===== config.mk =====
export PLATFORM = sky130hd
export DESIGN_NAME = xpr_readout
export DESIGN_NICKNAME = d
export VERILOG_FILES = /design/src/rtl/xpr_pkg.sv /design/src/rtl/xpr_pair_buf.sv /design/src/rtl/xpr_readout.sv
export SDC_FILE = /design/constraint.sdc
export NUM_CORES = 1
export LEC_CHECK = 0
export CAP_MARGIN = 5
export CORE_UTILIZATION = 40
export CTS_CLUSTER_SIZE = 20
export DETAILED_ROUTE_END_ITERATION = 8
export DONT_BUFFER_PORTS = 1
export PLACE_DENSITY = 0.55
export REMOVE_ABC_BUFFERS = 1
export SYNTH_ARGS = -nofsm -noshare
export SYNTH_HDL_FRONTEND = slang
export SYNTH_SLANG_ARGS = --single-unit

===== constraint.sdc =====
create_clock -name mclk_in -period 11.07 [get_ports mclk_in]
set_clock_uncertainty 0.1 [all_clocks]
set_input_delay 2.7675 -clock mclk_in [delete_from_list [all_inputs] [get_ports mclk_in]]
set_output_delay 2.7675 -clock mclk_in [all_outputs]
set_load 0.01 [all_outputs]

===== src/rtl/xpr_pkg.sv =====
// Constants shared by the panel readout: geometry, timing and pixel format.
package xpr_pkg;

  // ****************************************
  // Clock and documented times
  // ****************************************
  localparam int CLK_MHZ = 25;       // Core clock rate
  localparam int TVD_US = 190;       // Trigger to frame delay, external mode
  localparam int TVC_MS = 124;       // Vertical cycle time, internal mode
  localparam int TVDPW_US = 400;     // Dummy vertical pulse width
  localparam int TVD_CYC = TVD_US * CLK_MHZ;
  localparam int TVC_CYC = TVC_MS * 1000 * CLK_MHZ;
  localparam int TVDPW_CYC = TVDPW_US * CLK_MHZ;

  // ****************************************
  // Pixel format and array geometry
  // ****************************************
  localparam int PIX_W = 12;          // Bits per pixel word
  localparam int AMP_ARRAYS = 16;     // Charge amplifier arrays
  localparam int AMP_CH = 312;        // Channels per array
  localparam int COLS = AMP_ARRAYS * AMP_CH;
  localparam int TOTAL_COLS = 2496;
  localparam int TOTAL_ROWS = 2304;
  localparam int ACT_COLS = 2472;
  localparam int ACT_ROWS = 2184;
  localparam int HALF_ROWS = ACT_ROWS / 2;
  localparam int UPPER_LAST_ROW = 1091;
  localparam int LOWER_FIRST_ROW = 1092;
  localparam int LOWER_LAST_ROW = 2183;
  localparam int DUMMY_LINES = 60;    // Dummy lines per port and frame
  localparam int H_DUMMY = 24;        // Dummy words leading each line
  localparam int H_BLANK = 16;        // Pixel clocks with line sync low
  localparam int ROW_W = 12;          // Width of a row index

endpackage : xpr_pkg


===== src/rtl/xpr_pair_buf.sv =====
// Small valid/ready buffer holding pixel pairs between converter and output.
`timescale 1ns/1ns
module xpr_pair_buf
  import xpr_pkg::*;
#(
  parameter int W = 24,
  parameter int DEPTH = 2
) (
  input wire logic mclk_in,             // Core clock
  input wire logic arst_n_in,           // Asynchronous reset, active low
  input wire logic in_valid_in,         // Writer offers a word
  output logic in_ready_out,            // Buffer can take a word
  input wire logic [W-1:0] in_data_in,  // Word offered
  output logic out_valid_out,           // Buffer holds a word
  input wire logic out_ready_in,        // Reader takes the word
  output logic [W-1:0] out_data_out     // Oldest word
);

  localparam int AW = (DEPTH > 1) ? $clog2(DEPTH) : 1;

  generate
    if (DEPTH < 2 || (1 << AW) != DEPTH) begin : g_bad_depth
      $error("xpr_pair_buf: DEPTH must be a power of two, at least 2");
    end
  endgenerate

  typedef struct packed {
    logic [DEPTH-1:0][W-1:0] mem;
    logic [AW-1:0] wp;
    logic [AW-1:0] rp;
    logic [AW:0] fill;
  } xpr_buf_t;

  xpr_buf_t r_reg;
  xpr_buf_t r_next;
  logic push;
  logic pop;

  // ****************************************
  // Handshakes and next state
  // ****************************************
  assign in_ready_out = (r_reg.fill != (AW+1)'(DEPTH));
  assign out_valid_out = (r_reg.fill != '0);
  assign out_data_out = r_reg.mem[r_reg.rp];
  assign push = in_valid_in & in_ready_out;
  assign pop = out_ready_in & out_valid_out;

  // Write, read and fill bookkeeping
  always_comb begin
    r_next = r_reg;
    if (push) begin
      r_next.mem[r_reg.wp] = in_data_in;
      r_next.wp = r_reg.wp + 1'b1;
    end
    if (pop) begin
      r_next.rp = r_reg.rp + 1'b1;
    end
    case ({push, pop})
      2'b10: r_next.fill = r_reg.fill + 1'b1;
      2'b01: r_next.fill = r_reg.fill - 1'b1;
      default: r_next.fill = r_reg.fill;
    endcase
  end

  // State register
  always_ff @(posedge mclk_in or negedge arst_n_in) begin
    if (!arst_n_in) begin
      r_reg <= '0;
    end else begin
      r_reg <= r_next;
    end
  end

endmodule : xpr_pair_buf


===== src/rtl/xpr_readout.sv =====
// Frame and line timing of the dual-port panel video output with trigger modes.
`timescale 1ns/1ns
// Notes on behaviour
// - Each pixel leaves as a 12-bit word on two concurrent parallel ports.
// - Line width is at most sixteen arrays of 312 channels, 4992 columns; default line is 2496 words.
// - Array is 2496 by 2304; active region 2472 by 2184.
// - Frame sync, line sync and pixel clock accompany the video words.
// - Internal mode should free-run near 8 frames per second, never below 7.6; with default geometry the code gives about 4.
// - External mode frames follow triggers, from internal rate down to 1 per second.
// - External mode: frame output starts 190 us after trigger rising edge.
// - Internal mode should repeat the frame sync every 124 ms; with default geometry the code repeats it every 248 ms.
// - Line sync, pixel clock and data timing equal in both modes.
// - Rows 0 to 1091 are upper half, 1092 to 2183 lower half.
module xpr_readout
  import xpr_pkg::*;
#(
  parameter int FRAME_CYC = TVC_CYC,      // Internal frame period in clocks
  parameter int DELAY_CYC = TVD_CYC,      // Trigger delay in clocks
  parameter int VS_CYC = TVDPW_CYC,       // Frame sync pulse width in clocks
  parameter int LINE_PIX = TOTAL_COLS,    // Words per line with line sync high
  parameter int HBLANK_PIX = H_BLANK,     // Pixel clocks between lines
  parameter int HDUMMY_PIX = H_DUMMY,     // Dummy words at line start
  parameter int DUMMY_LN = DUMMY_LINES,   // Dummy lines per port
  parameter int HALF_LN = HALF_ROWS       // Effective lines per port
) (
  input wire logic mclk_in,                     // Core clock, 25 MHz
  input wire logic arst_n_in,                   // Asynchronous reset, active low
  input wire logic grabber_trigger_in,          // Trigger from grabber side, idle high
  input wire logic connector_trigger_in,        // Trigger from connector, idle high
  input wire logic trigger_source_select_in,    // Low internal, high external
  input wire logic [PIX_W-1:0] pix_upper_in,    // Converted upper-half sample
  input wire logic [PIX_W-1:0] pix_lower_in,    // Converted lower-half sample
  input wire logic pix_valid_in,                // Sample pair offered
  output logic pix_ready_out,                   // Sample pair taken
  output logic vsync_out,                       // Frame sync, high at frame start
  output logic hsync_out,                       // Line sync, high over a line
  output logic pclk_out,                        // Pixel clock, sample on rising edge
  output logic [PIX_W-1:0] data_a_out,          // Port A word
  output logic [PIX_W-1:0] data_b_out,          // Port B word
  output logic [ROW_W-1:0] row_a_out,           // Image row on port A
  output logic [ROW_W-1:0] row_b_out,           // Image row on port B
  output logic frame_busy_out,                  // Delay or frame in progress
  output logic underrun_out                     // Pulse: word missing from buffer
);

  localparam int CW = $clog2(FRAME_CYC + DELAY_CYC + VS_CYC + 1);
  localparam int PW = $clog2(LINE_PIX + HBLANK_PIX + 1);
  localparam int LW = $clog2(DUMMY_LN + HALF_LN + 1);
  localparam int LAST_LN = DUMMY_LN + HALF_LN - 1;

  // ****************************************
  // Elaboration checks
  // ****************************************
  generate
    if (LINE_PIX > COLS || LINE_PIX <= HDUMMY_PIX || HBLANK_PIX < 1) begin : g_bad_line
      $error("xpr_readout: line length out of range");
    end
    if (HALF_LN > HALF_ROWS || DUMMY_LN < 1 || VS_CYC < 1 || DELAY_CYC < 1) begin : g_bad_frm
      $error("xpr_readout: frame geometry out of range");
    end
    if (FRAME_CYC < 2 || ACT_ROWS > TOTAL_ROWS || ACT_COLS > TOTAL_COLS) begin : g_bad_per
      $error("xpr_readout: frame period too short");
    end
  endgenerate

  typedef enum logic [1:0] {
    ST_IDLE = 2'b00,
    ST_VSYNC = 2'b01,
    ST_HBLANK = 2'b11,
    ST_LINE = 2'b10
  } xpr_st_t;

  typedef struct packed {
    logic [2:0] sy1;           // First sync stage: inverted trigger pins, select
    logic [2:0] sy2;           // Second sync stage
    logic trig_lo_d;           // Combined trigger was low one cycle ago
    xpr_st_t st;
    logic pend;                // Trigger delay running
    logic [CW-1:0] per;        // Internal frame period counter
    logic [CW-1:0] cnt;        // Delay and frame sync counter
    logic [PW-1:0] pix;
    logic [LW-1:0] line;
    logic pclk;
    logic vs;
    logic hs;
    logic [PIX_W-1:0] da;
    logic [PIX_W-1:0] db;
    logic [ROW_W-1:0] ra;
    logic [ROW_W-1:0] rb;
    logic unr;
  } xpr_state_t;

  xpr_state_t r_reg;
  xpr_state_t r_next;
  logic buf_valid;
  logic buf_pop;
  logic [2*PIX_W-1:0] buf_data;

  // ****************************************
  // Sample pair buffer
  // ****************************************
  xpr_pair_buf #(
    .W(2 * PIX_W),
    .DEPTH(2)
  ) u_buf (
    .mclk_in(mclk_in),
    .arst_n_in(arst_n_in),
    .in_valid_in(pix_valid_in),
    .in_ready_out(pix_ready_out),
    .in_data_in({pix_upper_in, pix_lower_in}),
    .out_valid_out(buf_valid),
    .out_ready_in(buf_pop),
    .out_data_out(buf_data)
  );

  // ****************************************
  // Trigger, frame and line sequencing
  // ****************************************
  always_comb begin
    logic ext;
    logic trig;
    logic start;
    logic ld;
    logic eff_a;
    logic eff_b;
    logic [PW-1:0] np;
    logic [LW-1:0] nl;
    ext = r_reg.sy2[0];
    trig = ~r_reg.sy2[2] & ~r_reg.sy2[1];  // Both pins high
    start = 1'b0;
    ld = 1'b0;
    np = r_reg.pix;
    nl = r_reg.line;
    eff_a = 1'b0;
    eff_b = 1'b0;
    buf_pop = 1'b0;
    r_next = r_reg;
    // Trigger pins kept inverted so the all-zero reset state reads as idle high: no false edge
    r_next.sy1 = {~grabber_trigger_in, ~connector_trigger_in, trigger_source_select_in};
    r_next.sy2 = r_reg.sy1;
    r_next.trig_lo_d = ~trig;
    r_next.pclk = ~r_reg.pclk;           // Free-running in both modes
    r_next.unr = 1'b0;
    // Internal period: a start tick every FRAME_CYC clocks, used only when idle
    if (ext || r_reg.per == CW'(FRAME_CYC - 1)) begin
      r_next.per = '0;
    end else begin
      r_next.per = r_reg.per + 1'b1;
    end
    if (!ext && r_reg.per == CW'(FRAME_CYC - 1)) begin
      start = 1'b1;
    end
    // External trigger: rising edge arms the delay when idle
    if (!ext) begin
      r_next.pend = 1'b0;
    end else if (r_reg.pend) begin
      if (r_reg.cnt == CW'(DELAY_CYC - 1)) begin
        r_next.pend = 1'b0;
        start = 1'b1;
      end else begin
        r_next.cnt = r_reg.cnt + 1'b1;
      end
    end else if (trig && r_reg.trig_lo_d && r_reg.st == ST_IDLE) begin
      r_next.pend = 1'b1;
      r_next.cnt = '0;
    end
    case (r_reg.st)
      ST_IDLE: begin
        if (start) begin
          r_next.st = ST_VSYNC;
          r_next.vs = 1'b1;
          r_next.cnt = '0;
        end
      end
      ST_VSYNC: begin
        if (r_reg.cnt == CW'(VS_CYC - 1)) begin
          r_next.vs = 1'b0;
          r_next.st = ST_HBLANK;
          r_next.line = '0;
          r_next.pix = '0;
          r_next.cnt = '0;
        end else begin
          r_next.cnt = r_reg.cnt + 1'b1;
        end
      end
      ST_HBLANK: begin
        if (r_reg.pclk) begin            // Falling edge of the pixel clock
          if (r_reg.pix == PW'(HBLANK_PIX - 1)) begin
            r_next.st = ST_LINE;
            r_next.hs = 1'b1;
            np = '0;
            ld = 1'b1;
          end else begin
            np = r_reg.pix + 1'b1;
          end
          r_next.pix = np;
        end
      end
      ST_LINE: begin
        if (r_reg.pclk) begin
          if (r_reg.pix == PW'(LINE_PIX - 1)) begin
            r_next.hs = 1'b0;
            r_next.da = '0;
            r_next.db = '0;
            r_next.pix = '0;
            nl = r_reg.line + 1'b1;
            r_next.line = nl;
            r_next.st = (r_reg.line == LW'(LAST_LN)) ? ST_IDLE : ST_HBLANK;
          end else begin
            np = r_reg.pix + 1'b1;
            r_next.pix = np;
            ld = 1'b1;
          end
        end
      end
      default: begin
        r_next.st = ST_IDLE;
        r_next.vs = 1'b0;
        r_next.hs = 1'b0;
      end
    endcase
    // Load the word pair for pixel np of line nl
    if (ld) begin
      eff_a = (nl >= LW'(DUMMY_LN));
      eff_b = (nl < LW'(HALF_LN));
      r_next.ra = eff_a ? ROW_W'(nl - LW'(DUMMY_LN)) : '0;
      r_next.rb = eff_b ? ROW_W'(nl) + ROW_W'(LOWER_FIRST_ROW) : '0;
      r_next.da = '0;
      r_next.db = '0;
      if (np >= PW'(HDUMMY_PIX) && (eff_a || eff_b)) begin  // No pair spent on all-dummy words
        if (buf_valid) begin
          buf_pop = 1'b1;
          r_next.da = eff_a ? buf_data[2*PIX_W-1:PIX_W] : '0;
          r_next.db = eff_b ? buf_data[PIX_W-1:0] : '0;
        end else begin
          r_next.unr = 1'b1;
        end
      end
    end
  end

  // State register
  always_ff @(posedge mclk_in or negedge arst_n_in) begin
    if (!arst_n_in) begin
      r_reg <= '0;
    end else begin
      r_reg <= r_next;
    end
  end

  // Outputs straight from the state register
  assign vsync_out = r_reg.vs;
  assign hsync_out = r_reg.hs;
  assign pclk_out = r_reg.pclk;
  assign data_a_out = r_reg.da;
  assign data_b_out = r_reg.db;
  assign row_a_out = r_reg.ra;
  assign row_b_out = r_reg.rb;
  assign frame_busy_out = r_reg.pend | (r_reg.st != ST_IDLE);
  assign underrun_out = r_reg.unr;

  // ****************************************
  // Checks
  // ****************************************
  logic [CW-1:0] vs_len;
  logic [CW-1:0] dly_len;
  logic [CW-1:0] gap_len;
  logic gap_seen;

  // Helper counters: sync width, trigger delay and frame spacing
  always_ff @(posedge mclk_in or negedge arst_n_in) begin
    if (!arst_n_in) begin
      vs_len <= '0;
      dly_len <= '0;
      gap_len <= '0;
      gap_seen <= 1'b0;
    end else begin
      vs_len <= vsync_out ? vs_len + 1'b1 : '0;
      dly_len <= r_reg.pend ? dly_len + 1'b1 : '0;
      if (r_reg.sy2[0]) begin
        gap_len <= '0;
        gap_seen <= 1'b0;
      end else if (vsync_out && !r_reg.st[1] && vs_len == '0) begin
        gap_len <= CW'(1);
        gap_seen <= 1'b1;
      end else begin
        gap_len <= gap_len + 1'b1;
      end
    end
  end
endmodule : xpr_readout


==> metrics.md <==
| Metric | Value |
|---|---|
| Largest family of logic cells by synthesized area | `simple AND/OR/NAND/NOR gates` |
| Total Wirelength | `22000 um` |
| Routed Antenna Nets | `0` |
| Post-CTS Resized | `0` |
| Overflow after GRT | `0` |
| Top cell type's share of synthesized area | `47.0%` |
| FF+latch count, synth | `181` |
| Main synth FF type | `dfrtp_1` |
| Yosys Warn Count | `0` |
| Reg-to-Reg End | `u_buf.r_reg[1]` |
| N_diodes | `0` |
| Cell with the most instances after synthesis | `dfrtp_1` |
| Tot GR Track Use | `18.6%` |
| Placed cells | `1231` |
| Crit path launch type | `register` |
| CP Buf/Inv Count | `1` |
| Die width | `157 um` |
| Critical-path top delay cell | `or3_1` |
| Hold Path Sink | `r_reg[125]` |
| First-pass GRT wire length | `36200 um` |
| Area Growth Syn to Fin | `5.79%` |
| Static power due to leakage | `4.24 nW` |
| IO Count | `84` |
| TritonCTS clock tree | `built` |
| CP Cell Sequence | `buf_4, or3_1` |
| Most frequent cells after synthesis | `dfrtp_1, nand2_1, nor2_1` |
| Row Count | `56` |
| Post-Syn Area | `9640 um2` |
| Number of global-route vias before repair | `between 6000 and 7000` |
| Initial Utilization | `41.0%` |
| Die Ht | `157 um` |
| Tcrit/Tclk final | `between 30% and 40%` |
| Synth Area in XOR/XNOR | `4.18%` |
| Worst slew pin tran | `0.989 ns` |
| RSZ-0062 raised after global routing | `no` |
| Die area | `~25000 um2` |
| Cell Count, Final, Fillers Out | `1263` |
| Power density cells | `205 nW/um2` |
| Adder-cell share of the synthesized area | `under 10%` |
| Setup crit end kind | `output port` |
| TNS Setup | `0 ns` |
| Number of hold violations in the final report | `0` |
| Worst Hold Launch | `r_next[125]` |
| Initial antenna violation count | `0` |
| Stages on worst setup path | `2` |
| Minimum clock period | `4.34 ns` |
| Hold crit path type | `reg -> reg` |
| # Max-Cap Violations | `0` |
| Hold buffers post-CTS | `0` |
| Status | `completed` |
| Layout Nets | `969` |
| Vias/cell | `5.49` |
| CP Max Fanout | `20` |
| Vias | `6934` |
| Clk Latency, worst-skew pair | `~0.44 ns` |
| Finish-stage setup viols | `0` |
| Max clock buf depth | `2` |
| GPL Wtd Cong | `0.906` |
| Syn Inst Count | `1000` |
| CTS Buf Count | `17` |
| Share of cells above drive strength 1 | `11.5%` |
| R2R depth | `11` |
| Largest net degree at the start of global routing | `182` |
| Cell variety after synth | `between 60 and 70` |
| CTS root buffer | `clkbuf_16` |
| Critical path class | `reg -> out` |
| Critical R2R Launch | `r_reg[69]` |
| H-tree Lvls | `4` |
| VDD IR-drop max | `between 0.1 and 0.15 mV` |
| Mux share of post-synthesis cell area | `between 8 and 9%` |
| # clock sinks | `181` |
| Critical Path AT | `1.47 ns` |
| Syn avg cell area | `9.64 um2` |
| Drt first pass iters | `5` |
| Sequential-to-total area share from yosys stat | `47.0%` |
| Synth Area in Compound Gates | `14.3%` |
| Peak Freq | `231 MHz` |
| Core area | `23500 um2` |
| Hold Path Stages | `0` |
| Setup repair bufs after CTS | `0` |
| WP data required | `8.20 ns` |
| Pins Over Slew Limit | `0` |
| Final HPWL DP | `14500 um` |
| Worst-path clk slew | `roughly 0.08 ns` |
| WL/cell | `about 17 um` |
| Post-Synth Simple-Gate Area | `~17%` |
| Synth area leaders | `dfrtp_1, mux2_2, nand2_1` |
| Max FFs per register | `between 70 and 80` |
| Top delay family on crit path | `simple AND/OR/NAND/NOR gates` |
| IO buf count | `0` |
| Slew margin rel. | `~33%` |
| Flop2flop setup slack | `7.00 ns` |
| Leading area contributor after synthesis | `dfrtp_1` |
| Post-synth EDFFs | `0` |
| DRT iter0 DRCs | `396` |
| Max incr delay on CP | `0.48 ns` |
| DRC viols | `0` |
| Async set or reset register ratio after synthesis | `100%` |
==> how the worst max path moves through the flow <==
stage / from / to / slack [ns]
after global routing: r_reg[120] / frame_busy_out / 6.68
after CTS: r_reg[120] / frame_busy_out / 6.70
after floorplan: pix_valid_in / u_buf.r_reg[10] / 6.55
final: r_reg[120] / frame_busy_out / 6.73
after detailed placement: pix_valid_in / u_buf.r_reg[12] / 6.85
after global placement: pix_valid_in / u_buf.r_reg[14] / 6.87
==> through the flow <==
stage                     setup WS (ns)  util, %  total power [mW]  hold slack, ns  instance area, um2
after floorplan                    6.55        -              1.31           0.231                9040
after global placement             6.87     40.6              1.46           0.235                9560
after detailed placement           6.85     40.6              1.47           0.235                9560
after CTS                          6.70     43.3              2.12           0.254               10200
after global routing               6.68     43.3              2.21           0.263               10200
final                              6.73     43.3              2.09           0.252               10200
==> per-layer routing <==
layer	vias to the layer above	wire length, um	GRT usage (%)
met5	-	0	0
met4	0	373	6.15
met3	25	1540	5.67
met2	165	9730	26.9
met1	3359	10400	26.4
li1	3385	-	-
==> cell usage in the layout (no fill, tap or decap), types with 17 or more instances in the layout <==
cell type / count
nor3_1: 17
o31ai_1: 39
nand2_1: 122
nand3_1: 34
inv_1: 29
mux2i_1: 29
clkbuf_16: 17
xnor2_1: 27
dfrtp_1: 181
nor2_1: 65
o21ai_0: 61
xor2_1: 19
a21oi_1: 39
mux2_2: 50
nand4_1: 23
==> kinds of logic (layout without fill, tap and decap cells) <==
family                   after synthesis  after routing
AND/OR/NAND/NOR                      341            341
AO/OA/AOI/OAI                        212            212
flip-flops                           181            181
buffers and inverters                133             77
multiplexers                          79             79
XOR/XNOR                              46             46
adder cells (fa/ha/maj)                8              8
==> layout make-up <==
class	count	area, um2
clock buffer	17	425
clock inverter	15	211
fill	2336	13300
inverter	30	113
multi-input combinational	686	4410
sequential	181	4530
tap	319	399
timing repair buffer	15	113
==> power breakdown <==
| part | switching, mW | total, mW | internal, mW | leakage [nW] |
|---|---|---|---|---|
| Sequential | 0.114 | 0.918 | 0.804 | 2.35 |
| Combinational | 0.293 | 0.535 | 0.241 | 1.59 |
| Clock | 0.319 | 0.634 | 0.315 | 0.305 |
No activity file was read; power rests on OpenSTA's default activity.
